$ cat src/shared/tme_consts.vh
`ifndef TME_CONSTS_VH
`define TME_CONSTS_VH
// ****************************************************************
// Register offsets on the bus (byte addresses)
// ****************************************************************
`define TME_OFS_CFG1      6'h00
`define TME_OFS_CFG2      6'h04
`define TME_OFS_RET       6'h08
`define TME_OFS_STATUS    6'h0C
`define TME_OFS_MSW       6'h10
`define TME_OFS_IRQ_STAT  6'h14
`define TME_OFS_IRQ_MASK  6'h18
`define TME_OFS_VEC       6'h1C
// ****************************************************************
// Field positions
// ****************************************************************
`define TME_CFG1_FLASH    20
`define TME_CFG2_SWT      12
`define TME_CFG2_WLK_LO   16
`define TME_CFG2_WLK_HI   18
`define TME_ST_KEY        12
`define TME_ST_DI         13
`define TME_ST_WAY        14
`define TME_ST_SL         15
// Machine state word bit positions (bit 0 = least significant)
`define TME_MSW_LE        0
`define TME_MSW_RI        1
`define TME_MSW_DR        4
`define TME_MSW_IR        5
`define TME_MSW_IP        6
`define TME_MSW_FE1       8
`define TME_MSW_BE        9
`define TME_MSW_SE        10
`define TME_MSW_FE0       11
`define TME_MSW_ME        12
`define TME_MSW_FP        13
`define TME_MSW_PR        14
`define TME_MSW_EE        15
`define TME_MSW_ILE       16
`define TME_MSW_TGPR      17
`define TME_MSW_POW       18
// Bits cleared on miss entry (also the TGPR bit 17)
`define TME_MSW_CLR_MASK  32'h0006_EF32
// ****************************************************************
// Vectors and bases
// ****************************************************************
`define TME_VEC_IMISS     32'h0000_1000
`define TME_VEC_LMISS     32'h0000_1100
`define TME_VEC_SMISS     32'h0000_1200
`define TME_BASE_LOW      32'h0000_0000
`define TME_BASE_HIGH     32'hFFF0_0000
// ****************************************************************
// Reset values and cache geometry
// ****************************************************************
`define TME_ZERO32        32'h0000_0000
`define TME_MSW_RST       32'h0000_0040
`define TME_WAYS          8
`define TME_WLK_ALL       3'h7
`define TME_ONE8          8'h01
`define TME_ZERO8         8'h00
`endif

$ cat src/rtl/tme_way_lock.v
`include "tme_consts.vh"
// ****************************************************************
// Way-lock decode: field value n below 7 locks ways 0..n-1
// ****************************************************************
module tme_way_lock (
  input  wire [2:0] lock_field_i,
  output wire [7:0] lock_mask_o
);
  genvar g;
  generate
    for (g = 0; g < `TME_WAYS; g = g + 1) begin : g_way
      // Reserved code 7 locks nothing
      assign lock_mask_o[g] = (lock_field_i != `TME_WLK_ALL) && (g < lock_field_i);
    end
  endgenerate
endmodule

$ cat src/rtl/tme_miss_entry.v
`include "tme_consts.vh"
module tme_miss_entry (
  input  wire        clk_i,
  input  wire        rst_i,
  // Wishbone slave
  input  wire        wb_cyc_i,
  input  wire        wb_stb_i,
  input  wire        wb_we_i,
  input  wire [5:0]  wb_adr_i,
  input  wire [3:0]  wb_sel_i,
  input  wire [31:0] wb_dat_i,
  output reg  [31:0] wb_dat_o,
  output reg         wb_ack_o,
  // Translation lookup results from the core
  input  wire        imiss_i,
  input  wire        dmiss_i,
  input  wire        dstore_i,
  input  wire        dchg_i,
  input  wire [31:0] next_pc_i,
  input  wire [3:0]  cond_zero_i,
  input  wire        key_i,
  input  wire        lru_way_i,
  // Instruction cache invalidate request
  input  wire        blk_inv_i,
  input  wire [2:0]  blk_way_i,
  // Core-facing outputs
  output reg         hw_search_o,
  output reg         redirect_o,
  output reg  [31:0] redirect_pc_o,
  output reg         flash_inv_o,
  output reg         blk_inv_o,
  output reg  [2:0]  blk_inv_way_o,
  output reg  [7:0]  way_lock_o,
  output reg         irq_o
);

  // ****************************************************************
  // State
  // ****************************************************************
  reg  [31:0] cfg1_q;
  reg  [31:0] cfg2_q;
  reg  [31:0] ret_q;
  reg  [31:0] stat_q;
  reg  [31:0] msw_q;
  reg  [2:0]  ist_q;
  reg  [2:0]  imask_q;
  reg  [31:0] vec_q;
  reg         flash_prev_q;
  wire [7:0]  lock_mask;

  // Byte-lane merge for writes
  function [31:0] wmerge;
    input [31:0] old;
    input [31:0] nw;
    input [3:0]  sel;
    begin
      // Each enabled lane takes the new byte, the others keep theirs
      wmerge[31:24] = sel[3] ? nw[31:24] : old[31:24];
      wmerge[23:16] = sel[2] ? nw[23:16] : old[23:16];
      wmerge[15:8]  = sel[1] ? nw[15:8]  : old[15:8];
      wmerge[7:0]   = sel[0] ? nw[7:0]   : old[7:0];
    end
  endfunction

  // Register select for one bus offset
  function adr_hit;
    input [5:0] adr;
    input [5:0] ofs;
    begin
      adr_hit = (adr == ofs);
    end
  endfunction

  // ****************************************************************
  // Way-lock decode
  // ****************************************************************
  tme_way_lock u_lock (
    .lock_field_i (cfg2_q[`TME_CFG2_WLK_HI:`TME_CFG2_WLK_LO]),
    .lock_mask_o  (lock_mask)
  );

  // ****************************************************************
  // Miss classification
  // ****************************************************************
  wire swt_on   = cfg2_q[`TME_CFG2_SWT];
  wire i_take   = swt_on & imiss_i;
  wire s_take   = swt_on & dstore_i & (dmiss_i | dchg_i);
  wire l_take   = swt_on & dmiss_i & ~dstore_i;
  wire any_take = i_take | s_take | l_take;
  // A data miss that loses to an instruction miss is not recorded
  wire s_sel    = s_take & ~i_take;
  wire l_sel    = l_take & ~i_take;
  wire hw_need  = ~swt_on & (imiss_i | dmiss_i);
  wire [31:0] base = msw_q[`TME_MSW_IP] ? `TME_BASE_HIGH : `TME_BASE_LOW;
  // Instruction miss has priority over data misses
  wire [31:0] voff = i_take ? `TME_VEC_IMISS : (s_take ? `TME_VEC_SMISS : `TME_VEC_LMISS);

  // Packed status word and new machine state
  wire [31:0] stat_new = {16'h0000, s_sel, lru_way_i, i_take, key_i,
                          8'h00, cond_zero_i};
  wire [31:0] msw_clr  = msw_q & ~`TME_MSW_CLR_MASK;
  wire [31:0] msw_new  = {msw_clr[31:1], msw_q[`TME_MSW_ILE]};

  // ****************************************************************
  // Bus decode
  // ****************************************************************
  wire req    = wb_cyc_i & wb_stb_i & ~wb_ack_o;
  wire wr     = req & wb_we_i;
  wire rd     = req & ~wb_we_i;
  // Address match per register
  wire hit_c1 = adr_hit(wb_adr_i, `TME_OFS_CFG1);
  wire hit_c2 = adr_hit(wb_adr_i, `TME_OFS_CFG2);
  wire hit_rt = adr_hit(wb_adr_i, `TME_OFS_RET);
  wire hit_st = adr_hit(wb_adr_i, `TME_OFS_STATUS);
  wire hit_ms = adr_hit(wb_adr_i, `TME_OFS_MSW);
  wire hit_is = adr_hit(wb_adr_i, `TME_OFS_IRQ_STAT);
  wire hit_im = adr_hit(wb_adr_i, `TME_OFS_IRQ_MASK);
  wire hit_vc = adr_hit(wb_adr_i, `TME_OFS_VEC);
  // Write strobes, one per writable register
  wire wr_c1  = wr & hit_c1;
  wire wr_c2  = wr & hit_c2;
  wire wr_rt  = wr & hit_rt;
  wire wr_st  = wr & hit_st;
  wire wr_ms  = wr & hit_ms;
  wire wr_im  = wr & hit_im;
  wire wr_vc  = wr & hit_vc;
  // Read of the event register clears it
  wire rd_is  = rd & hit_is;

  reg [31:0] rdata;
  // Read mux; unmapped reads return zero
  always @* begin
    rdata = `TME_ZERO32;
    case (wb_adr_i)
      `TME_OFS_CFG1:     rdata = cfg1_q;
      `TME_OFS_CFG2:     rdata = cfg2_q;
      `TME_OFS_RET:      rdata = ret_q;
      `TME_OFS_STATUS:   rdata = stat_q;
      `TME_OFS_MSW:      rdata = msw_q;
      `TME_OFS_IRQ_STAT: rdata = {29'h0, ist_q};
      `TME_OFS_IRQ_MASK: rdata = {29'h0, imask_q};
      `TME_OFS_VEC:      rdata = vec_q;
      default:           rdata = `TME_ZERO32;
    endcase
  end

  // Bus answer, one cycle after the request
  always @(posedge clk_i) begin
    if (rst_i) begin
      wb_ack_o <= 1'b0;
    end else begin
      wb_ack_o <= req;
    end
  end

  // Read data stands with the answer only
  always @(posedge clk_i) begin
    if (rst_i) begin
      wb_dat_o <= `TME_ZERO32;
    end else begin
      wb_dat_o <= rd ? rdata : `TME_ZERO32;
    end
  end

  // ****************************************************************
  // Configuration registers
  // ****************************************************************
  // Lane-merged write data for the three-bit mask register
  wire [31:0] mask_wr = wmerge({29'h0, imask_q}, wb_dat_i, wb_sel_i);

  // First configuration word, holds the flash-clear bit
  always @(posedge clk_i) begin
    if (rst_i) begin
      cfg1_q <= `TME_ZERO32;
    end else if (wr_c1) begin
      cfg1_q <= wmerge(cfg1_q, wb_dat_i, wb_sel_i);
    end
  end

  // Second configuration word, search enable and way lock
  always @(posedge clk_i) begin
    if (rst_i) begin
      cfg2_q <= `TME_ZERO32;
    end else if (wr_c2) begin
      cfg2_q <= wmerge(cfg2_q, wb_dat_i, wb_sel_i);
    end
  end

  // Interrupt mask, one bit per event
  always @(posedge clk_i) begin
    if (rst_i) begin
      imask_q <= 3'h0;
    end else if (wr_im) begin
      imask_q <= mask_wr[2:0];
    end
  end

  // ****************************************************************
  // Exception entry registers, all written in the redirect cycle
  // ****************************************************************
  // Return pointer; a bus write loses to a miss in the same cycle
  always @(posedge clk_i) begin
    if (rst_i) begin
      ret_q <= `TME_ZERO32;
    end else if (any_take) begin
      ret_q <= next_pc_i;
    end else if (wr_rt) begin
      ret_q <= wmerge(ret_q, wb_dat_i, wb_sel_i);
    end
  end

  // Saved status; software may rewrite the replacement set
  always @(posedge clk_i) begin
    if (rst_i) begin
      stat_q <= `TME_ZERO32;
    end else if (any_take) begin
      stat_q <= stat_new;
    end else if (wr_st) begin
      stat_q <= wmerge(stat_q, wb_dat_i, wb_sel_i);
    end
  end

  // Machine state word, forced settings on entry
  always @(posedge clk_i) begin
    if (rst_i) begin
      msw_q <= `TME_MSW_RST;
    end else if (any_take) begin
      msw_q <= msw_new;
    end else if (wr_ms) begin
      msw_q <= wmerge(msw_q, wb_dat_i, wb_sel_i);
    end
  end

  // Last handler address, kept for software
  always @(posedge clk_i) begin
    if (rst_i) begin
      vec_q <= `TME_ZERO32;
    end else if (any_take) begin
      vec_q <= base | voff;
    end else if (wr_vc) begin
      vec_q <= wmerge(vec_q, wb_dat_i, wb_sel_i);
    end
  end

  // ****************************************************************
  // Sticky events, cleared by read; a new event wins
  // ****************************************************************
  wire [2:0] ev    = {s_sel, l_sel, i_take};
  // Next event state: read clears, a same-cycle event still lands
  wire [2:0] ist_d = (rd_is ? 3'h0 : ist_q) | ev;

  // Event register
  always @(posedge clk_i) begin
    if (rst_i) begin
      ist_q <= 3'h0;
    end else begin
      ist_q <= ist_d;
    end
  end

  // Level interrupt from the unmasked events
  always @(posedge clk_i) begin
    if (rst_i) begin
      irq_o <= 1'b0;
    end else begin
      irq_o <= |(ist_d & imask_q);
    end
  end

  // ****************************************************************
  // Core-facing outputs
  // ****************************************************************
  // Hardware search request while software search is off
  always @(posedge clk_i) begin
    if (rst_i) begin
      hw_search_o <= 1'b0;
    end else begin
      hw_search_o <= hw_need;
    end
  end

  // Fetch redirect pulse, same cycle as the saved registers
  always @(posedge clk_i) begin
    if (rst_i) begin
      redirect_o <= 1'b0;
    end else begin
      redirect_o <= any_take;
    end
  end

  // Handler address, meaningful with the redirect pulse
  always @(posedge clk_i) begin
    if (rst_i) begin
      redirect_pc_o <= `TME_ZERO32;
    end else begin
      redirect_pc_o <= base | voff;
    end
  end

  // Previous flash bit; resets to the bit's own reset level
  always @(posedge clk_i) begin
    if (rst_i) begin
      flash_prev_q <= 1'b0;
    end else begin
      flash_prev_q <= cfg1_q[`TME_CFG1_FLASH];
    end
  end

  // Falling edge of the flash bit clears every block, lock ignored
  always @(posedge clk_i) begin
    if (rst_i) begin
      flash_inv_o <= 1'b0;
    end else begin
      flash_inv_o <= flash_prev_q & ~cfg1_q[`TME_CFG1_FLASH];
    end
  end

  // Block invalidate passed on whatever the lock field says
  always @(posedge clk_i) begin
    if (rst_i) begin
      blk_inv_o     <= 1'b0;
      blk_inv_way_o <= 3'h0;
    end else begin
      blk_inv_o     <= blk_inv_i;
      blk_inv_way_o <= blk_way_i;
    end
  end

  // Registered way-lock mask for the cache
  always @(posedge clk_i) begin
    if (rst_i) begin
      way_lock_o <= `TME_ZERO8;
    end else begin
      way_lock_o <= lock_mask;
    end
  end

endmodule

$ cat config.mk
export PLATFORM = sky130hd
export DESIGN_NAME = tme_miss_entry
export DESIGN_NICKNAME = d
export VERILOG_FILES = /design/src/rtl/tme_way_lock.v /design/src/rtl/tme_miss_entry.v
export VERILOG_INCLUDE_DIRS = /design/src /design/src/shared
export SDC_FILE = /design/constraint.sdc
export NUM_CORES = 1
export LEC_CHECK = 0
export BUFFER_PORTS_ARGS = -buffer_cell sky130_fd_sc_hd__buf_2
export CORE_MARGIN = 5
export CORE_UTILIZATION = 45
export CTS_BUF_LIST = sky130_fd_sc_hd__clkbuf_2 sky130_fd_sc_hd__clkbuf_4 sky130_fd_sc_hd__clkbuf_8
export DETAILED_ROUTE_END_ITERATION = 8
export GPL_TIMING_DRIVEN = 0
export PLACE_DENSITY = 0.65
export SLEW_MARGIN = 20
export SYNTH_ARGS = -nofsm -noshare
export SYNTH_HDL_FRONTEND = slang
export SYNTH_SLANG_ARGS = --single-unit
$ cat constraint.sdc
create_clock -name clk_i -period 1.85 [get_ports clk_i]
set_input_delay 0.2775 -clock clk_i [delete_from_list [all_inputs] [get_ports clk_i]]
set_output_delay 0.2775 -clock clk_i [all_outputs]
set_load 0.01 [all_outputs]
==> results of run 1 <==
-- flip-flops by register name, summed over array words and instances, names as in the netlist --
signal	count
cfg1_q	32
cfg2_q	32
msw_q	32
ret_q	32
stat_q	32
vec_q	32
wb_dat_o	32
way_lock_o	7
redirect_pc_o	4
blk_inv_way_o	3
imask_q	3
ist_q	3
blk_inv_o	1
flash_inv_o	1
flash_prev_q	1
hw_search_o	1
irq_o	1
redirect_o	1
wb_ack_o	1
-- placed cells by master (no fill, tap or decap), types with 3 or more instances in the layout --
cell type      count
dfxtp_1          250
nor2_1           176
buf_2            169
mux2i_1          167
a22oi_1           92
buf_4             53
clkbuf_8          53
nand2_1           47
clkbuf_1          36
a221oi_1          33
a31oi_1           32
conb_1            19
a21oi_1           18
a211oi_1          16
clkbuf_4          16
clkbuf_2          15
nand4_4           13
a31o_2            11
nor2b_1            9
nor4b_1            9
and2_1             8
a221oi_2           7
inv_1              6
nand4_1            6
buf_6              6
nand4_2            5
dlygate4sd3_1      5
and3_1             3
a32oi_1            3
nor3b_1            3
o21a_1             3
nor3_1             3
o21ai_0            3
buf_12             3
and2_0             3
-- cell families (layout without fill, tap and decap cells) --
family | Yosys count | in the layout | share of synthesized area
AO/OA/AOI/OAI | 228 | 228 | 0.159
XOR/XNOR | 1 | 1 | 0.000823
buffers and inverters | 123 | 366 | 0.0617
flip-flops | 251 | 251 | 0.472
multiplexers | 168 | 168 | 0.158
other | 1 | 19 | 0.000352
AND/OR/NAND/NOR | 304 | 304 | 0.148
-- per-stage QoR --
step	TNS, ps	hold WS (ps)
after floorplan	0	388
after global placement	-86620	443
after detailed placement	-89170	450
after CTS	-3.29	2.64
after global routing	-767	3.04
final	-76.3	25.6
-- power groups by stage --
stage	Combinational [uW]	Sequential, uW	Clock [uW]
after global placement	598	5550	0
after floorplan	284	5550	0
final	662	5430	5020
after detailed placement	602	5550	0
after global routing	697	5430	5380
after CTS	631	5430	5090
-- layout make-up --
type	instances	area [um2]
Buffer	117	689
Clock buffer	68	842
Clock inverter	1	7.51
Sequential cell	251	5030
Multi-Input combinational cell	720	5200
Tap cell	319	399
Timing Repair Buffer	174	983
Inverter	6	22.5
Fill cell	2167	10200
-- path summary, 6_finish.rpt --
kind                      from   endpoint  slack (ps)
hold / removal    next_pc_i[5]   ret_q[5]          30
setup / recovery      wb_ack_o  ret_q[15]         -30
setup reg to reg      wb_ack_o  ret_q[15]         -30
hold reg to reg      msw_q[23]  msw_q[23]         460
-- routing by layer --
layer	vias up	GRT usage	part of all wire
met5	-	0	0.00036
met3	100	0.0635	0.083
met1	4562	0.347	0.43
li1	4373	-	-
met4	2	0.102	0.037
met2	432	0.417	0.45
-- worst min-delay path: cells and delay by family --
family / cells / cell delay [ps]
and+or+nand+nor: 1 / 90
buffers and inverters: 1 / 90
AOI/OAI and AO/OA: 1 / 50
-- cells in the mapped netlist (all sizes together) (2+ instances only) --
library cell,count,share of area
dfxtp,251,0.47
nor2,176,0.062
mux2i,167,0.16
a22oi,92,0.065
buf,66,0.042
clkbuf,51,0.018
nand2,50,0.018
a221oi,40,0.033
a31oi,32,0.019
nand4,24,0.026
a21oi,18,0.0085
a211oi,16,0.011
a31o,12,0.0099
and2,11,0.0065
nor4b,11,0.012
nor2b,9,0.0053
inv,6,0.0021
a32oi,3,0.0025
and3,3,0.0018
and4,3,0.0027
nor3,3,0.0014
nor3b,3,0.0021
o21a,3,0.0021
o21ai,3,0.0014
a22o,2,0.0016
nand4b,2,0.0016
-- repair_timing --
action	CTS	global route
setup buffers	11	11
gates resized for setup	30	32
setup endpoints to repair	170	149
endpoints found under the hold margin	5	0
hold buffers	5	0
pin swaps	2	6
==> key figures, run 1 <==
Outcome
  – Outcome: finished, violations left
  – Failing checks: setup timing

Die
  – Rows: 56
  – Die span in y: 164 um
  – Die area: 0.0268 mm2
  – Initial Util: 0.455
  – Die X: 164 um
  – Top-Level Pins: 174
  – Core ar.: 0.0234 mm2

Synthesis
  – Yosys cell types: 55
  – Seq/Total Area, Yosys: 0.472
  – Synth Area per Inst: 9.89 um2
  – Mapped Cells: roughly 1100
  – Warnings, synthesis: 0
  – Ys async rst share: 0
  – Post-synthesis cell area: 0.0106 mm2
  – Ys flop type: dfxtp_1
  – Seq cells post-synth: 251
  – Number of enable flip-flop cells after synthesis: 0

Finish
  – Share of cells above drive strength 1: 0.274
  – Final Cell Area: approximately 0.013 mm2
  – Final non-filler cell total: 1656
  – Nets@finish: 1405
  – Ant. Diodes: 0
  – Area Growth Syn to Fin: 23.7%
  – Final Util: 0.563

Detailed routing
  – Via/cell ratio: 5.72
  – 1st-iter DRT viols: about 740
  – Iteration count of the initial detailed-routing pass: 5
  – DR vias: 9469
  – Routed Wire Length: 36500 um
  – Drt drc: 0
  – Mean routed wirelength per cell: 22.0 um
  – Antenna violation net count after detailed routing: 0

Setup path
  – Startpoint class of the critical path: flip-flop
  – Critical path class: reg2reg
  – Worst reg2reg path depth: 7
  – WP data required: 2290 ps
  – Max FO, Critical Path: 10
  – Crit-path max cell delay: 340 ps
  – Critical Path Slowest Stage Cell: and4b_2
  – Crit-path cells: and4b_2 -> buf_8 -> buf_12 -> nand4_1 -> buf_6 -> mux2i_1 -> a211oi_1
  – Crit path capture type: flip-flop
  – CP top delay family: buffers and inverters
  – WP depth: 7
  – Arrival @ worst endpoint: 2310 ps
  – WP buf/inv: 3

Pwr
  – Sequential share of power: 0.489
  – Power Internal: 8490 uW
  – Total Power: 11100 uW
  – Peak VDD IR: about 440 uV
  – Static Leakage: 0.00599 uW
  – Psw: 2620 uW
  – Logic pwr share: 0.060
  – Switching share of total power: 0.236
  – Power Dens Cells: between 800 and 900 mW/mm2
  – Clock group share of total power: 0.452

Clocking
  – H-Tree Depth: 2
  – CTS buffer count: 42
  – Clock buffer depth: 3
  – Clk_lat worst skew: 540 ps
  – CTS clk-pin slew, worst paths: 60 ps
  – CTS tree: done
  – Clk sinks: around 250
  – Root Buffer: clkbuf_8

GRT
  – Largest net degree at the start of global routing: 13
  – Total congestion overflow: 0
  – Total track usage: 0.263
  – Initial antenna violation count: 1
  – Vias in the first global route: 9217
  – First-pass GRT wire length: 54100 um

Timing
  – Worst Skew: 9.96 ps
  – Max_slew headroom: 0.413
  – Fmax achieved: 0.533 GHz
  – Slew Viols, Final: 0
  – RSZ-0062 raised after global routing: yes
  – Final Worst Setup Slack: -25.3 ps
  – Slew at the pin closest to its max-slew limit: 880 ps
  – Final hold vios: 0
  – Fin crit share: 1.01
  – Final setup fails: 5
  – Min cycle time layout: 1880 ps

Placement
  – Input/output buffers: 147
  – Cells after DPL: 1560
  – Post-Place Cell Area: 0.0118 mm2
  – GP Congestion: 0.892
  – Pre-CTS setup slack: -738 ps
  – Hpwl dp: 24800 um

Hold path
  – Min-Delay Path Class: in2reg
  – Hold path depth: 3

Run
  – # Max-Cap Violations: 0
(Power assumes the default switching activity.)
==> run 2, diff against run 1 <==
--- a/config.mk
+++ b/config.mk
@@ -8,11 +8,11 @@
 export LEC_CHECK = 0
 export BUFFER_PORTS_ARGS = -buffer_cell sky130_fd_sc_hd__buf_2
 export CORE_MARGIN = 5
-export CORE_UTILIZATION = 45
+export CORE_UTILIZATION = 38
 export CTS_BUF_LIST = sky130_fd_sc_hd__clkbuf_2 sky130_fd_sc_hd__clkbuf_4 sky130_fd_sc_hd__clkbuf_8
 export DETAILED_ROUTE_END_ITERATION = 8
 export GPL_TIMING_DRIVEN = 0
-export PLACE_DENSITY = 0.65
+export PLACE_DENSITY = 0.57
 export SLEW_MARGIN = 20
 export SYNTH_ARGS = -nofsm -noshare
 export SYNTH_HDL_FRONTEND = slang
==> key figures, run 2 (synthesis gave the netlist of run 1 again) <==
Pwr
  – Psw: 2690 uW (+2.8%)
  – Logic pwr share: 0.060 (about the same)
  – Power Dens Cells: 851 mW/mm2 (+0.81%)
  – Switching share of total power: 0.237 (+0.00169)
  – Clock group share of total power: 0.461 (+0.009)
  – Static Leakage: 0.00602 uW (+0.41%)
  – Total Power: 11300 uW (+2.1%)
  – Power Internal: 8650 uW (+1.9%)
  – Sequential share of power: 0.479 (-0.010)
  – Peak VDD IR: 459 uV (+5.1%)

Placement
  – Hpwl dp: 26100 um (+5.3%)
  – Pre-CTS setup slack: -879 ps (-140 ps)
  – GP Congestion: 0.861 (-3.5%)
  – Input/output buffers: 147 (unchanged)

Detailed routing
  – Top sig layer: met4
  – Routed met2 length: 17100 um (+4.2%)
  – Antenna violation net count after detailed routing: 0 (unchanged)
  – Iteration count of the initial detailed-routing pass: 5 (unchanged)
  – Drt drc: 0 (unchanged)
  – Mean routed wirelength per cell: 22.3 um (+1.5%)
  – Routed Wire Length: 38400 um (+5.4%)
  – 1st-iter DRT viols: 804 (+8.9%)
  – DR vias: 9483 (+0.15%)
  – Via/cell ratio: 5.51 (-3.6%)
  – Routed met1 length: 16900 um (+8.6%)
  – WL met3: 2900 um (-4.6%)

Clocking
  – Clk sinks: 251 (unchanged)
  – CTS tree: done
  – H-Tree Depth: 2 (unchanged)
  – Root Buffer: clkbuf_8
  – Clk_lat worst skew: 550 ps (about the same)
  – Clock buffer depth: 3 (unchanged)
  – CTS buffer count: 44 (+4.8%)
  – CTS clk-pin slew, worst paths: 50 ps (about the same)

Finish
  – Commonest non-fill, non-tap cell in the layout: dfxtp_1
  – Area Growth Syn to Fin: 25.3%
  – Most frequent cells in the layout: dfxtp_1, nor2_1, buf_2
  – Share of cells above drive strength 1: 0.274 (+0.000675)
  – Final Util: 0.481 (-0.0813)
  – # fillers: 2675 (+23%)
  – Nets@finish: 1409 (+0.28%)

GRT
  – First-pass GRT wire length: 56800 um (+4.8%)
  – Total track usage: 0.237 (-0.0263)
  – Largest net degree at the start of global routing: 13 (unchanged)
  – Total congestion overflow: 0 (unchanged)
  – Initial antenna violation count: 1 (unchanged)
  – Vias in the first global route: 9207 (-0.11%)

Die
  – Die X: 177 um (+8.3%)
  – Rows: 61 (+8.9%)
  – Initial Util: 0.384 (-0.0706)
  – Top-Level Pins: 174 (unchanged)
  – Core ar.: 0.0277 mm2 (+18%)
  – Die area: 0.0315 mm2 (+17%)
  – Die span in y: 177 um (+8.3%)

Setup path
  – Crit-path cells: and4b_2 -> buf_12 -> buf_12 -> nand4_1 -> buf_6 -> mux2i_1 -> a211oi_1
  – WP buf/inv: 3 (unchanged)
  – Startpoint class of the critical path: flip-flop
  – Crit-path max cell delay: 340 ps (about the same)
  – CP top delay family: simple AND/OR/NAND/NOR gates
  – Critical path class: reg2reg
  – WP data required: 2310 ps (+20 ps)
  – Crit path capture type: flip-flop
  – Arrival @ worst endpoint: 2350 ps (+40 ps)
  – Max FO, Critical Path: 10 (unchanged)
  – Cell mode on critical path: buf_12
  – Critical Path Slowest Stage Cell: and4b_2

Timing
  – Fin crit share: 1.02 (+0.00438)
  – Max_slew headroom: 0.400 (-0.0137)
  – Final hold vios: 0 (unchanged)
  – Final Worst Setup Slack: -33.4 ps (-8.11 ps)
  – RSZ-0062 raised after global routing: yes
  – Slew Viols, Final: 0 (unchanged)
  – Fmax achieved: 0.531 GHz (-0.43%)
  – Worst Skew: 24.6 ps (+14.6 ps)
  – Post-route setup TNS: -69.2 ps (+7.08 ps)
  – Hold_ws: 18.4 ps (-7.12 ps)
  – Final setup fails: 3 (-2)
  – Slew at the pin closest to its max-slew limit: 901 ps (+20.5 ps)
  – Min cycle time layout: 1880 ps (+8.11 ps)

Hold path
  – Min-Delay Path Class: in2reg

Outcome
  – Outcome: finished, violations left
  – Failing checks: setup timing

Run
  – # Max-Cap Violations: 0 (unchanged)
run 2: changes by cell type in the layout (fill, tap and decap cells not counted), sizes merged:
cell	change
clkinvlp	-1
dlygate4sd3	+4
bufinv	+1
clkbuf	+1
diode	+1
clkinv	+2
buf	-3
run 2: power by group through the flow:
stage	logic, uW	registers [uW]	clock network, uW
floorplan	284	5550	0
global placement	609	5550	0
detailed placement	611	5550	0
CTS	651	5430	5300
global route	720	5430	5550
finish	681	5430	5230
run 2: path summary, 6_finish.rpt:
path	cells after the start	to	slack [ps]	from
hold reg to reg	1	flash_inv_o	460	flash_prev_q
hold / removal	2	hw_search_o	20	dmiss_i
setup reg to reg	7	ret_q[15]	-30	wb_ack_o
setup / recovery	7	ret_q[15]	-30	wb_ack_o
run 2: per-stage QoR:
stage          cell area [um2]  cells
3_5_place_dp             11900   1619
3_3_place_gp             11900   1619
4_1_cts                  13100   1712
6_report                 13300   1720
2_1_floorplan            10700   1094
5_1_grt                  13300   1720
run 2: final cells by class:
type,instances,area (um2),share of cell area
Inverter,6,22.5,0.00169
Clock buffer,68,842,0.0631
Timing Repair Buffer,177,1020,0.0765
Clock inverter,3,40.0,0.00300
Antenna cell,1,2.50,0.000188
Tap cell,378,473,0.0355
Multi-Input combinational cell,720,5220,0.391
Sequential cell,251,5030,0.377
Buffer,116,694,0.0521
run 2: layer usage:
layer	vias to the layer above	global-route usage
met5	-	0
met4	0	0.0928
met3	83	0.0369
met2	450	0.369
met1	4563	0.330
li1	4387	-
run 2: what timing repair did:
item / in CTS / in global routing
endpoints found under the hold margin: 9 / 0
pin swaps: 4 / 5
hold buffers: 9 / 0
buffers inserted: 13 / 8
setup endpoints to repair: 174 / 148
resized for setup: 29 / 42
==> run 3, diff against run 2 <==
--- a/config.mk
+++ b/config.mk
@@ -12,7 +12,7 @@
 export CTS_BUF_LIST = sky130_fd_sc_hd__clkbuf_2 sky130_fd_sc_hd__clkbuf_4 sky130_fd_sc_hd__clkbuf_8
 export DETAILED_ROUTE_END_ITERATION = 8
 export GPL_TIMING_DRIVEN = 0
-export PLACE_DENSITY = 0.57
+export PLACE_DENSITY_LB_ADDON = 0.2
 export SLEW_MARGIN = 20
 export SYNTH_ARGS = -nofsm -noshare
 export SYNTH_HDL_FRONTEND = slang
==> key figures, run 3 (synthesis gave the netlist of run 1 again) <==
Die
  – Top-Level Pins: 174 (unchanged)
  – Die area: 0.0315 mm2 (unchanged)
  – Initial Util: 0.384 (unchanged)
  – Core ar.: 0.0277 mm2 (unchanged)
  – Die span in y: 177 um (unchanged)
  – Die X: 177 um (unchanged)
  – Rows: 61 (unchanged)

Setup path
  – Worst reg2reg path depth: 6 (-1)
  – Crit-path cells: and4b_2 -> buf_12 -> buf_4 -> nand4_4 -> and2_4 -> a221oi_1
  – WP buf/inv: 2 (-1)
  – Worst R2R Start: wb_ack_o
  – Crit path capture type: flip-flop
  – Startpoint class of the critical path: flip-flop
  – CP top delay family: simple AND/OR/NAND/NOR gates
  – Critical path class: reg2reg
  – Reg-to-reg endpoint: stat_q[13]
  – Critical Path Slowest Stage Cell: and4b_2
  – WP depth: 6 (-1)
  – Crit-path max cell delay: 340 ps (about the same)
  – R2R setup slack: 2 ps (+40 ps)
  – Arrival @ worst endpoint: 2300 ps (-50 ps)
  – WP data required: 2300 ps (about the same)
  – Max FO, Critical Path: 9 (-1)

Finish
  – # fillers: 2699 (+0.90%)
  – Commonest non-fill, non-tap cell in the layout: dfxtp_1
  – Nets@finish: 1405 (-0.28%)
  – Area Growth Syn to Fin: 25.2% (about the same)
  – Most frequent cells in the layout: dfxtp_1, nor2_1, buf_2
  – Share of cells above drive strength 1: 0.273 (-0.00190)
  – Final Util: 0.481 (about the same)
  – Ant. Diodes: 0 (-1)

Timing
  – Final hold vios: 0 (unchanged)
  – Fin crit share: 0.999 (-0.0193)
  – Fmax achieved: 0.541 GHz (+1.9%)
  – RSZ-0062 raised after global routing: yes
  – Slew at the pin closest to its max-slew limit: 910 ps (+9.37 ps)
  – Hold_ws: 23.8 ps (+5.36 ps)
  – Max_slew headroom: 0.393 (-0.00625)
  – Worst Skew: 12.2 ps (-12.4 ps)
  – Slew Viols, Final: 0 (unchanged)
  – Min cycle time layout: 1850 ps (-35.6 ps)
  – Final setup fails: 0 (-3)

GRT
  – Total track usage: 0.233 (-0.00377)
  – Grt peak-use layer: met2
  – Largest net degree at the start of global routing: 13 (unchanged)
  – GR Util met1: 0.318 (-0.0120)
  – Initial antenna violation count: 0 (-1)
  – First-pass GRT wire length: 55500 um (-2.2%)
  – Met3 Use GR: 0.0379 (+0.00107)
  – Vias in the first global route: 9122 (-0.92%)
  – Met2 capacity usage during global routing: 0.373 (+0.00351)
  – Total congestion overflow: 0 (unchanged)

Clocking
  – Clk_lat worst skew: 550 ps (about the same)
  – Clock buffer depth: 3 (unchanged)
  – Clk sinks: 251 (unchanged)
  – CTS buffer count: 46 (+4.5%)
  – CTS tree: done
  – CTS clk-pin slew, worst paths: 60 ps (about the same)
  – H-Tree Depth: 2 (unchanged)
  – Root Buffer: clkbuf_8

Placement
  – GP Congestion: 0.895 (+3.9%)
  – Input/output buffers: 147 (unchanged)
  – Hpwl dp: 25800 um (-1.1%)

Detailed routing
  – Iteration count of the initial detailed-routing pass: 5 (unchanged)
  – Via/cell ratio: 5.47 (-0.77%)
  – Mean routed wirelength per cell: 22.0 um (-1.6%)
  – Routed Wire Length: 37800 um (-1.6%)
  – 1st-iter DRT viols: 778 (-3.2%)
  – DR vias: 9415 (-0.72%)
  – Drt drc: 0 (unchanged)
  – Antenna violation net count after detailed routing: 0 (unchanged)

Hold path
  – Hold path depth: 3 (+1)
  – Min-Delay Path Class: in2reg
  – WHS Endpoint: ret_q[6]
  – Min-Delay Startpoint: next_pc_i[6]

Pwr
  – Power Dens Cells: 866 mW/mm2 (+1.8%)
  – Peak VDD IR: 520 uV (+13%)
  – Static Leakage: 0.00602 uW (+0.14%)

Outcome
  – Outcome: finished clean

Run
  – # Max-Cap Violations: 0 (unchanged)
run 3: repair_timing:
| item | in CTS | in global routing |
|---|---|---|
| buffers inserted | 8 | 6 |
| hold endpoints to repair | 10 | 0 |
| pin swaps | 3 | 6 |
| cloned | 0 | 0 |
| setup endpoints to repair | 178 | 151 |
| gates resized for setup | 32 | 37 |
| hold buffers | 10 | 0 |
run 3: routing by layer:
layer	routed length [um]	vias up
met4	1120	0
met2	17300	423
met5	0	-
met3	2920	73
met1	16500	4543
li1	-	4376
run 3: worst reg2reg max path: cells and delay by family, from the launching register on:
family,cells,cell delay [ps]
and+or+nand+nor,3,870
DFF,1,330
buffers and inverters,2,280
AOI/OAI and AO/OA,1,280
run 3: how the worst max path moves through the flow:
stage	start	slack (ps)	endpoint
after CTS	wb_adr_i[1]	-120	wb_dat_o[16]
after global routing	wb_ack_o	-60	ret_q[8]
after detailed placement	wb_we_i	-800	ret_q[16]
after floorplan	wb_adr_i[2]	70	msw_q[24]
after global placement	wb_we_i	-780	ret_q[17]
final	wb_ack_o	2	stat_q[13]
run 3: stage by stage:
step | instances | cell area (um2) | worst slack [ps] | power [uW] | TNS [ps]
after floorplan | 1094 | 10700 | 74.2 | 5840 | 0
after global placement | 1619 | 11900 | -775 | 6150 | -94380
after detailed placement | 1619 | 11900 | -795 | 6150 | -95580
after CTS | 1716 | 13200 | -118 | 11600 | -1220
after global routing | 1721 | 13300 | -64.0 | 11900 | -365
final | 1721 | 13300 | 2.25 | 11500 | 0
run 3: area by class of cell:
| class | instances | area [um2] | share of cell area |
|---|---|---|---|
| clock inverter | 4 | 47.5 | 0.00357 |
| multi-input combinational | 720 | 5190 | 0.390 |
| timing repair buffer | 171 | 965 | 0.0724 |
| tap | 378 | 473 | 0.0355 |
| clock buffer | 75 | 901 | 0.0676 |
| inverter | 6 | 22.5 | 0.00169 |
| buffer | 116 | 699 | 0.0525 |
| sequential | 251 | 5030 | 0.377 |
run 3: power by group:
group	internal [uW]	leakage, uW	total [uW]	switching [uW]
logic	231	0.00349	672	441
clock network	3190	0.000507	5440	2250
registers	5420	0.00202	5430	7.99
